## config.mk

```make
export PLATFORM = sky130hd
export DESIGN_NAME = ccas_auto_shutdown
export DESIGN_NICKNAME = d
export VERILOG_FILES = /design/src/rtl/ccas_pkg.sv /design/src/rtl/ccas_ctl_if.sv /design/src/rtl/ccas_auto_shutdown.sv /design/src/rtl/ccas_event_core.sv
export SDC_FILE = /design/constraint.sdc
export NUM_CORES = 1
export LEC_CHECK = 0
export ABC_CLOCK_PERIOD_IN_PS = 1950
export BUFFER_PORTS_ARGS = -buffer_cell sky130_fd_sc_hd__buf_2
export CELL_PAD_IN_SITES_DETAIL_PLACEMENT = 1
export CELL_PAD_IN_SITES_GLOBAL_PLACEMENT = 2
export CORE_MARGIN = 10
export CORE_UTILIZATION = 27
export DETAILED_ROUTE_END_ITERATION = 6
export PLACE_DENSITY = 0.78
export SKIP_CTS_REPAIR_TIMING = 1
export SYNTH_ARGS = -nofsm -noshare
export SYNTH_HDL_FRONTEND = slang
export SYNTH_SLANG_ARGS = --single-unit
```

## constraint.sdc

```tcl
create_clock -name aclk -period 1.95 [get_ports aclk]
set_clock_uncertainty 0.2 [all_clocks]
set_input_delay 0 -clock aclk [delete_from_list [all_inputs] [get_ports aclk]]
set_output_delay 0 -clock aclk [all_outputs]
set_load 0.02 [all_outputs]
```

## src/rtl/ccas_pkg.sv

```systemverilog
package ccas_pkg;

  // Register byte offsets on the AXI4-Lite slave.
  localparam logic [7:0] CCAS_OFS_CTRL    = 8'h00;
  localparam logic [7:0] CCAS_OFS_STATUS  = 8'h04;
  localparam logic [7:0] CCAS_OFS_IRQ_STS = 8'h08;
  localparam logic [7:0] CCAS_OFS_IRQ_CLR = 8'h0C;
  localparam logic [7:0] CCAS_OFS_IRQ_EN  = 8'h10;

  // Field positions in capture_compare_control_one_high.
  localparam int CCAS_BIT_RESTART = 15;
  localparam int CCAS_BIT_DEFER   = 14;
  localparam int CCAS_BIT_FORCE   = 12;
  localparam int CCAS_SRC_LSB     = 0;
  localparam int CCAS_NUM_SRC     = 8;

  // Writable bits of the control register; all others read as zero.
  localparam logic [15:0] CCAS_CTRL_MASK  = 16'hD0FF;
  localparam logic [15:0] CCAS_CTRL_RESET = 16'h0000;

  // Status register: bit 0 is the event flag, write one to clear; the write is ignored while restart (bit 15 of control) is set.
  localparam int CCAS_BIT_FLAG = 0;

  // Interrupt sources.
  localparam int CCAS_IRQ_SET     = 0;
  localparam int CCAS_IRQ_RESTART = 1;
  localparam int CCAS_NUM_IRQ     = 2;
  localparam logic [1:0] CCAS_IRQ_RESET = 2'h0;

  localparam logic [1:0] CCAS_RESP_OKAY   = 2'h0;
  localparam logic [1:0] CCAS_RESP_SLVERR = 2'h2;

endpackage : ccas_pkg
```

## src/rtl/ccas_ctl_if.sv

```systemverilog
`timescale 1ns/1ps
interface ccas_ctl_if #(
  parameter int NSRC = 8
);
  logic [NSRC-1:0] src_en;
  logic [NSRC-1:0] src_level;
  logic            restart_en;
  logic            defer_mode;
  logic            sw_force;
  logic            sw_clear;
  logic            period_strobe;
  logic            flag;
  logic            set_pulse;
  logic            restart_pulse;

  modport core (
    input  src_en,
    input  src_level,
    input  restart_en,
    input  defer_mode,
    input  sw_force,
    input  sw_clear,
    input  period_strobe,
    output flag,
    output set_pulse,
    output restart_pulse
  );

  modport ctl (
    output src_en,
    output src_level,
    output restart_en,
    output defer_mode,
    output sw_force,
    output sw_clear,
    output period_strobe,
    input  flag,
    input  set_pulse,
    input  restart_pulse
  );
endinterface : ccas_ctl_if

```

## src/rtl/ccas_auto_shutdown.sv

```systemverilog
// Local design decisions: register access over AXI4-Lite and the placing of the registers.
`timescale 1ns/1ps
module ccas_auto_shutdown
  import ccas_pkg::*;
#(
  parameter int NSRC = CCAS_NUM_SRC
)(
  input  wire logic            aclk,
  input  wire logic            aresetn,
  input  wire logic [7:0]      s_axi_awaddr,
  input  wire logic            s_axi_awvalid,
  output logic                 s_axi_awready,
  input  wire logic [31:0]     s_axi_wdata,
  input  wire logic [3:0]      s_axi_wstrb,
  input  wire logic            s_axi_wvalid,
  output logic                 s_axi_wready,
  output logic [1:0]           s_axi_bresp,
  output logic                 s_axi_bvalid,
  input  wire logic            s_axi_bready,
  input  wire logic [7:0]      s_axi_araddr,
  input  wire logic            s_axi_arvalid,
  output logic                 s_axi_arready,
  output logic [31:0]          s_axi_rdata,
  output logic [1:0]           s_axi_rresp,
  output logic                 s_axi_rvalid,
  input  wire logic            s_axi_rready,
  input  wire logic [NSRC-1:0] shutdown_sources,
  input  wire logic            tb_rollover,
  input  wire logic            sync_in,
  input  wire logic            sync_src_marked,
  input  wire logic            sync_src_sync_mode,
  input  wire logic            pwm_in,
  output logic                 pwm_out,
  output logic                 shutdown_event_flag,
  output logic                 irq
);

  function automatic logic mapped(input logic [7:0] a);
    mapped = (a == CCAS_OFS_CTRL) || (a == CCAS_OFS_STATUS) ||
             (a == CCAS_OFS_IRQ_STS) || (a == CCAS_OFS_IRQ_CLR) ||
             (a == CCAS_OFS_IRQ_EN);
  endfunction : mapped

  ccas_ctl_if #(.NSRC(NSRC)) cif ();

  logic [15:0]              ctrl_r, ctrl_nxt;
  logic [CCAS_NUM_IRQ-1:0]  ists_r, ists_nxt;
  logic [CCAS_NUM_IRQ-1:0]  ien_r, ien_nxt;
  logic                     aw_hold_r, aw_hold_nxt;
  logic                     w_hold_r, w_hold_nxt;
  logic [7:0]               awaddr_r, awaddr_nxt;
  logic [31:0]              wdata_r, wdata_nxt;
  logic [3:0]               wstrb_r, wstrb_nxt;
  logic                     awready_r, awready_nxt;
  logic                     wready_r, wready_nxt;
  logic                     bvalid_r, bvalid_nxt;
  logic [1:0]               bresp_r, bresp_nxt;
  logic                     arready_r, arready_nxt;
  logic                     rvalid_r, rvalid_nxt;
  logic [31:0]              rdata_r, rdata_nxt;
  logic [1:0]               rresp_r, rresp_nxt;
  logic                     clr_r, clr_nxt;
  logic                     pwm_r, pwm_nxt;
  logic                     irq_r, irq_nxt;
  logic                     do_wr;
  logic [31:0]              wmask;

  // A marked sync source is ignored unless its module runs synchronously.
  assign cif.period_strobe = tb_rollover |
    (sync_in & (~sync_src_marked | sync_src_sync_mode));
  assign cif.src_en     = ctrl_r[CCAS_SRC_LSB +: NSRC];
  assign cif.src_level  = shutdown_sources;
  assign cif.restart_en = ctrl_r[CCAS_BIT_RESTART];
  assign cif.defer_mode = ctrl_r[CCAS_BIT_DEFER];
  assign cif.sw_force   = ctrl_r[CCAS_BIT_FORCE];
  assign cif.sw_clear   = clr_r;

  ccas_event_core u_core (
    .aclk    (aclk),
    .aresetn (aresetn),
    .c       (cif)
  );

  always_comb begin
    wmask = {{8{wstrb_r[3]}}, {8{wstrb_r[2]}},
             {8{wstrb_r[1]}}, {8{wstrb_r[0]}}};
    aw_hold_nxt = aw_hold_r;
    w_hold_nxt  = w_hold_r;
    awaddr_nxt  = awaddr_r;
    wdata_nxt   = wdata_r;
    wstrb_nxt   = wstrb_r;
    bvalid_nxt  = bvalid_r;
    bresp_nxt   = bresp_r;
    ctrl_nxt    = ctrl_r;
    ien_nxt     = ien_r;
    clr_nxt     = 1'b0;
    ists_nxt    = ists_r;
    if (s_axi_awvalid && awready_r) begin
      aw_hold_nxt = 1'b1;
      awaddr_nxt  = s_axi_awaddr;
    end
    if (s_axi_wvalid && wready_r) begin
      w_hold_nxt = 1'b1;
      wdata_nxt  = s_axi_wdata;
      wstrb_nxt  = s_axi_wstrb;
    end
    if (s_axi_bvalid && s_axi_bready) begin
      bvalid_nxt = 1'b0;
    end
    do_wr = aw_hold_r && w_hold_r && !bvalid_r;
    if (do_wr) begin
      aw_hold_nxt = 1'b0;
      w_hold_nxt  = 1'b0;
      bvalid_nxt  = 1'b1;
      bresp_nxt   = mapped(awaddr_r) ? CCAS_RESP_OKAY : CCAS_RESP_SLVERR;
      unique case (awaddr_r)
        CCAS_OFS_CTRL: begin
          ctrl_nxt = ((ctrl_r & ~wmask[15:0]) | (wdata_r[15:0] & wmask[15:0]))
                     & CCAS_CTRL_MASK;
        end
        CCAS_OFS_STATUS: begin
          clr_nxt = wdata_r[CCAS_BIT_FLAG] & wstrb_r[0];
        end
        CCAS_OFS_IRQ_CLR: begin
          if (wstrb_r[0]) begin
            ists_nxt = ists_r & ~wdata_r[CCAS_NUM_IRQ-1:0];
          end
        end
        CCAS_OFS_IRQ_EN: begin
          if (wstrb_r[0]) begin
            ien_nxt = wdata_r[CCAS_NUM_IRQ-1:0];
          end
        end
        default: begin
        end
      endcase
    end
    // Hardware events win over a clear in the same cycle.
    if (cif.set_pulse) begin
      ists_nxt[CCAS_IRQ_SET] = 1'b1;
    end
    if (cif.restart_pulse) begin
      ists_nxt[CCAS_IRQ_RESTART] = 1'b1;
    end
    awready_nxt = !aw_hold_nxt && !bvalid_nxt;
    wready_nxt  = !w_hold_nxt && !bvalid_nxt;
    irq_nxt     = |(ists_nxt & ien_nxt);
    // Shutdown drives the output inactive while the flag stands.
    pwm_nxt     = pwm_in & ~cif.flag;
  end

  always_comb begin
    rvalid_nxt  = rvalid_r;
    rdata_nxt   = rdata_r;
    rresp_nxt   = rresp_r;
    if (s_axi_rvalid && s_axi_rready) begin
      rvalid_nxt = 1'b0;
    end
    if (s_axi_arvalid && arready_r) begin
      rvalid_nxt = 1'b1;
      rresp_nxt  = mapped(s_axi_araddr) ? CCAS_RESP_OKAY : CCAS_RESP_SLVERR;
      unique case (s_axi_araddr)
        CCAS_OFS_CTRL:    rdata_nxt = {16'h0000, ctrl_r};
        CCAS_OFS_STATUS:  rdata_nxt = {31'h00000000, cif.flag};
        CCAS_OFS_IRQ_STS: rdata_nxt = {30'h00000000, ists_r};
        CCAS_OFS_IRQ_EN:  rdata_nxt = {30'h00000000, ien_r};
        default:          rdata_nxt = 32'h00000000;
      endcase
    end
    arready_nxt = !rvalid_nxt;
  end

  always_ff @(posedge aclk) begin
    if (!aresetn) begin
      ctrl_r    <= CCAS_CTRL_RESET;
      ists_r    <= CCAS_IRQ_RESET;
      ien_r     <= CCAS_IRQ_RESET;
      aw_hold_r <= 1'b0;
      w_hold_r  <= 1'b0;
      awaddr_r  <= 8'h00;
      wdata_r   <= 32'h00000000;
      wstrb_r   <= 4'h0;
      awready_r <= 1'b0;
      wready_r  <= 1'b0;
      bvalid_r  <= 1'b0;
      bresp_r   <= CCAS_RESP_OKAY;
      arready_r <= 1'b0;
      rvalid_r  <= 1'b0;
      rdata_r   <= 32'h00000000;
      rresp_r   <= CCAS_RESP_OKAY;
      clr_r     <= 1'b0;
      pwm_r     <= 1'b0;
      irq_r     <= 1'b0;
    end else begin
      ctrl_r    <= ctrl_nxt;
      ists_r    <= ists_nxt;
      ien_r     <= ien_nxt;
      aw_hold_r <= aw_hold_nxt;
      w_hold_r  <= w_hold_nxt;
      awaddr_r  <= awaddr_nxt;
      wdata_r   <= wdata_nxt;
      wstrb_r   <= wstrb_nxt;
      awready_r <= awready_nxt;
      wready_r  <= wready_nxt;
      bvalid_r  <= bvalid_nxt;
      bresp_r   <= bresp_nxt;
      arready_r <= arready_nxt;
      rvalid_r  <= rvalid_nxt;
      rdata_r   <= rdata_nxt;
      rresp_r   <= rresp_nxt;
      clr_r     <= clr_nxt;
      pwm_r     <= pwm_nxt;
      irq_r     <= irq_nxt;
    end
  end

  assign s_axi_awready       = awready_r;
  assign s_axi_wready        = wready_r;
  assign s_axi_bvalid        = bvalid_r;
  assign s_axi_bresp         = bresp_r;
  assign s_axi_arready       = arready_r;
  assign s_axi_rvalid        = rvalid_r;
  assign s_axi_rdata         = rdata_r;
  assign s_axi_rresp         = rresp_r;
  assign pwm_out             = pwm_r;
  assign shutdown_event_flag = cif.flag;
  assign irq                 = irq_r;

endmodule : ccas_auto_shutdown

```

## src/rtl/ccas_event_core.sv

```systemverilog
`timescale 1ns/1ps
module ccas_event_core
  import ccas_pkg::*;
(
  input  wire logic aclk,
  input  wire logic aresetn,
  ccas_ctl_if.core  c
);

  logic flag_r;
  logic flag_nxt;
  logic ended_r;
  logic ended_nxt;
  logic set_r;
  logic set_nxt;
  logic rst_r;
  logic rst_nxt;
  logic trig;

  always_comb begin
    trig      = (|(c.src_level & c.src_en)) | c.sw_force;
    flag_nxt  = flag_r;
    ended_nxt = ended_r;
    set_nxt   = 1'b0;
    rst_nxt   = 1'b0;
    if (!flag_r) begin
      ended_nxt = 1'b0;
      // Deferred mode waits for the time base to restart the period.
      if (trig && (!c.defer_mode || c.period_strobe)) begin
        flag_nxt = 1'b1;
        set_nxt  = 1'b1;
      end
    end else if (c.restart_en) begin
      if (trig) begin
        ended_nxt = 1'b0;
      end else if (!ended_r) begin
        ended_nxt = 1'b1;
      end else if (c.period_strobe) begin
        // Input gone for a full cycle before the new period begins.
        flag_nxt  = 1'b0;
        ended_nxt = 1'b0;
        rst_nxt   = 1'b1;
      end
    end else if (c.sw_clear && !trig) begin
      // A trigger still present keeps the flag: the set wins.
      flag_nxt = 1'b0;
    end
  end

  always_ff @(posedge aclk) begin
    if (!aresetn) begin
      flag_r  <= 1'b0;
      ended_r <= 1'b0;
      set_r   <= 1'b0;
      rst_r   <= 1'b0;
    end else begin
      flag_r  <= flag_nxt;
      ended_r <= ended_nxt;
      set_r   <= set_nxt;
      rst_r   <= rst_nxt;
    end
  end

  assign c.flag          = flag_r;
  assign c.set_pulse     = set_r;
  assign c.restart_pulse = rst_r;

endmodule : ccas_event_core

```

==> results by group <==
Logic synthesis
  – Top cells by area, synth: dfxtp_1 (46%), nand2_1 (7.0%), a21boi_0 (6.5%)
  – Dominant synthesized flop cell: dfxtp_1
  – Post-synth EDFFs: 0
  – #FFs+latches synth: 63
  – Synth top area share: 0.458
  – Fraction of registers with async set or reset after synthesis: 0
  – Register area share after synthesis: 0.458
  – Avg Inst Size Synth: 9.24 um^2
  – Yosys top cell by area: dfxtp_1
  – Gate Count Post-Synth: 298
  – YS warnings: 0
  – Cell variety after synth: 45
  – Mapped Area: 2750 um^2

Floorplan
  – Chip Height: 121 um
  – I/O pins: 116
  – Core Area: 9860 um^2
  – Starting Density: 0.279
  – Die area: 14600 um^2
  – Horiz. Die Dim: 121 um
  – Std cell rows: 36

Worst hold path
  – Worst hold stages: 4
  – HP Class: in2reg

GRT
  – Largest net degree at the start of global routing: 40
  – Busiest layer in global routing: met2
  – Total Routing Usage GR: 0.103
  – Initial antenna violation count: 0
  – First-pass GRT wire length: 12300 um
  – Met1 usage: 0.120
  – Met3 Usage GRT: 0.0437
  – Total gr overflow: 0
  – Vias in the first global route: 2535
  – GRT met2 Usage: 0.162

Route
  – Initial DRT Pass Iterations: 4
  – DRC: 0
  – Drt wl/cell: around 15 um
  – Vias per cell: between 4 and 5
  – Vias after detailed routing: around 2400
  – Drt first-iter violations: 114
  – Final ANT Viol Nets: 0
  – Total Wirelength: ~8200 um

Critical path
  – Crit Path Max Fanout: 10
  – Critical Path Sink Type: flip-flop
  – CP required: 2030 ps
  – Worst r2r path cells: 4
  – Worst setup SP type: flip-flop
  – CP arrival: about 1900 ps
  – CP Class: reg2reg

STA
  – TNS Setup: 0 ps
  – Fin crit share: 0.938
  – Tmin final: about 1800 ps
  – Max_slew headroom: 0.617
  – Slew Viols, Final: 0
  – Slew @ Worst Pin: between 500 and 600 ps
  – Final Hold Viols: 10
  – Fmax: roughly 550 MHz
  – Final setup viols: 0
  – Hold WS: -36.9 ps
  – Setup ws final: 122 ps

CTS
  – Clk_lat worst skew: 330 ps
  – Buffer depth of the longest clock path: 2
  – Clock-pin transition on the worst setup and hold timing paths: 70 ps
  – Clk root buf: clkbuf_8
  – CTS tree: built
  – TritonCTS Buffers: 9
  – Num Clock Sinks: 63
  – H-tree depth: 3

Status
  – Outcome: finished, violations left
  – Violated checks: negative hold slack

Layout
  – Fillers: about 1100
  – Layout cell share with drive strength beyond 1: 0.227
  – Layout area overhead: 43.5%
  – Cell area after layout: 3950 um^2
  – Antenna cell count: 0
  – Nets: between 400 and 500

Placed design
  – Post-detail-place hpwl: 5770 um
  – I/O Buffers: 69
  – Setup WS pre-CTS: 99.9 ps
  – Post-DP Area: 3160 um^2
  – Final Wtd Congestion: 0.771

Pwr
  – Peak supply drop: around 0.35 mV
  – Pleak: 1.73 nW
  – Clock Power Share: 0.453
  – Sw Share: 0.232
  – Psw: 0.715 mW
  – Sequential share of power: 0.439
  – Combinational group share of total power: 0.109
  – Int Pwr: 2.36 mW
  – Pwr dens: 779 nW/um^2

Run
  – Number of max-cap violations: 0
==> synth_stat cells, types with 5 or more instances <==
cell	number
a21boi_0	24
and2_1	5
nor2_1	10
dfxtp_1	63
mux2i_1	15
nand2_1	51
buf_4	23
nor2b_1	26
o21ai_0	7
a22oi_1	11
nor3_1	5
clkbuf_1	9
==> stage by stage <==
step / util / std cells / total power [mW] / hold WS (ps)
2_1_floorplan: - / 320 / 1.56 / -55.1
3_3_place_gp: 0.321 / 492 / 1.62 / 41.1
3_5_place_dp: 0.321 / 492 / 1.63 / 49.0
4_1_cts: 0.345 / 508 / 3.03 / -305
5_1_grt: 0.401 / 560 / 3.23 / -20.1
6_report: 0.401 / 560 / 3.08 / -36.9
==> per-layer routing <==
layer  share of wire  vias up
met3           0.059        8
li1                -     1234
met1            0.46     1128
met5               0        -
met2            0.46       64
met4           0.015        0
==> power groups by stage <==
stage,registers (mW),logic [mW],clock network (mW)
2_1_floorplan,1.38,0.179,0
3_3_place_gp,1.38,0.249,0
3_5_place_dp,1.38,0.253,0
4_1_cts,1.35,0.254,1.43
5_1_grt,1.35,0.373,1.50
6_report,1.35,0.334,1.39
==> cell families after synthesis <==
family,share of synthesized area
buffers and inverters,0.0872
multiplexers,0.0545
flip-flops,0.458
other,0.00136
AND/OR/NAND/NOR,0.250
AO/OA/AOI/OAI,0.149
==> critical path, stage by stage, from the launching register on <==
cell           delay (ps)
dfxtp_1               340
and2_1                350
nand2_1               110
a21boi_0              190
dlygate4sd3_1         580
==> worst paths after layout <==
check / start / end / slack, ps
min reg2reg: wstrb_r[1]$_SDFFE_PN0P_ / wstrb_r[1]$_SDFFE_PN0P_ / 260
max: s_axi_awready$_SDFF_PN0_ / awaddr_r[7]$_SDFFE_PN0P_ / 120
min: s_axi_awvalid / awaddr_r[3]$_SDFFE_PN0P_ / -40
max reg2reg: s_axi_awready$_SDFF_PN0_ / awaddr_r[7]$_SDFFE_PN0P_ / 120
==> placed cells by master (no fill, tap or decap), types with 2 or more instances in the layout <==
cell type	instances
dlygate4sd3_1	52
nor2_1	10
inv_1	3
nand2_1	51
nor2b_1	26
buf_4	3
nor3b_1	2
and2_1	5
bufinv_16	3
nor4b_4	2
o21ai_0	7
a22oi_1	11
clkbuf_8	10
clkinv_2	2
mux2i_1	15
and3_1	3
conb_1	23
nand4_1	3
nand2b_1	4
and4b_1	2
a21oi_1	2
nor3_1	5
buf_2	69
nand3_1	3
a21boi_0	24
dfxtp_1	63
nand3b_1	2
==> final cells by class <==
| type | count | area, um^2 | area share |
|---|---|---|---|
| Multi-Input combinational cell | 220 | 1360 | 0.344 |
| Sequential cell | 63 | 1260 | 0.319 |
| Timing Repair Buffer | 125 | 908 | 0.230 |
| Tap cell | 133 | 166 | 0.0421 |
| Clock buffer | 10 | 138 | 0.0348 |
| Clock inverter | 6 | 108 | 0.0272 |
| Inverter | 3 | 11.3 | 0.00285 |
Note: power is estimated with default switching activity, not from simulation.
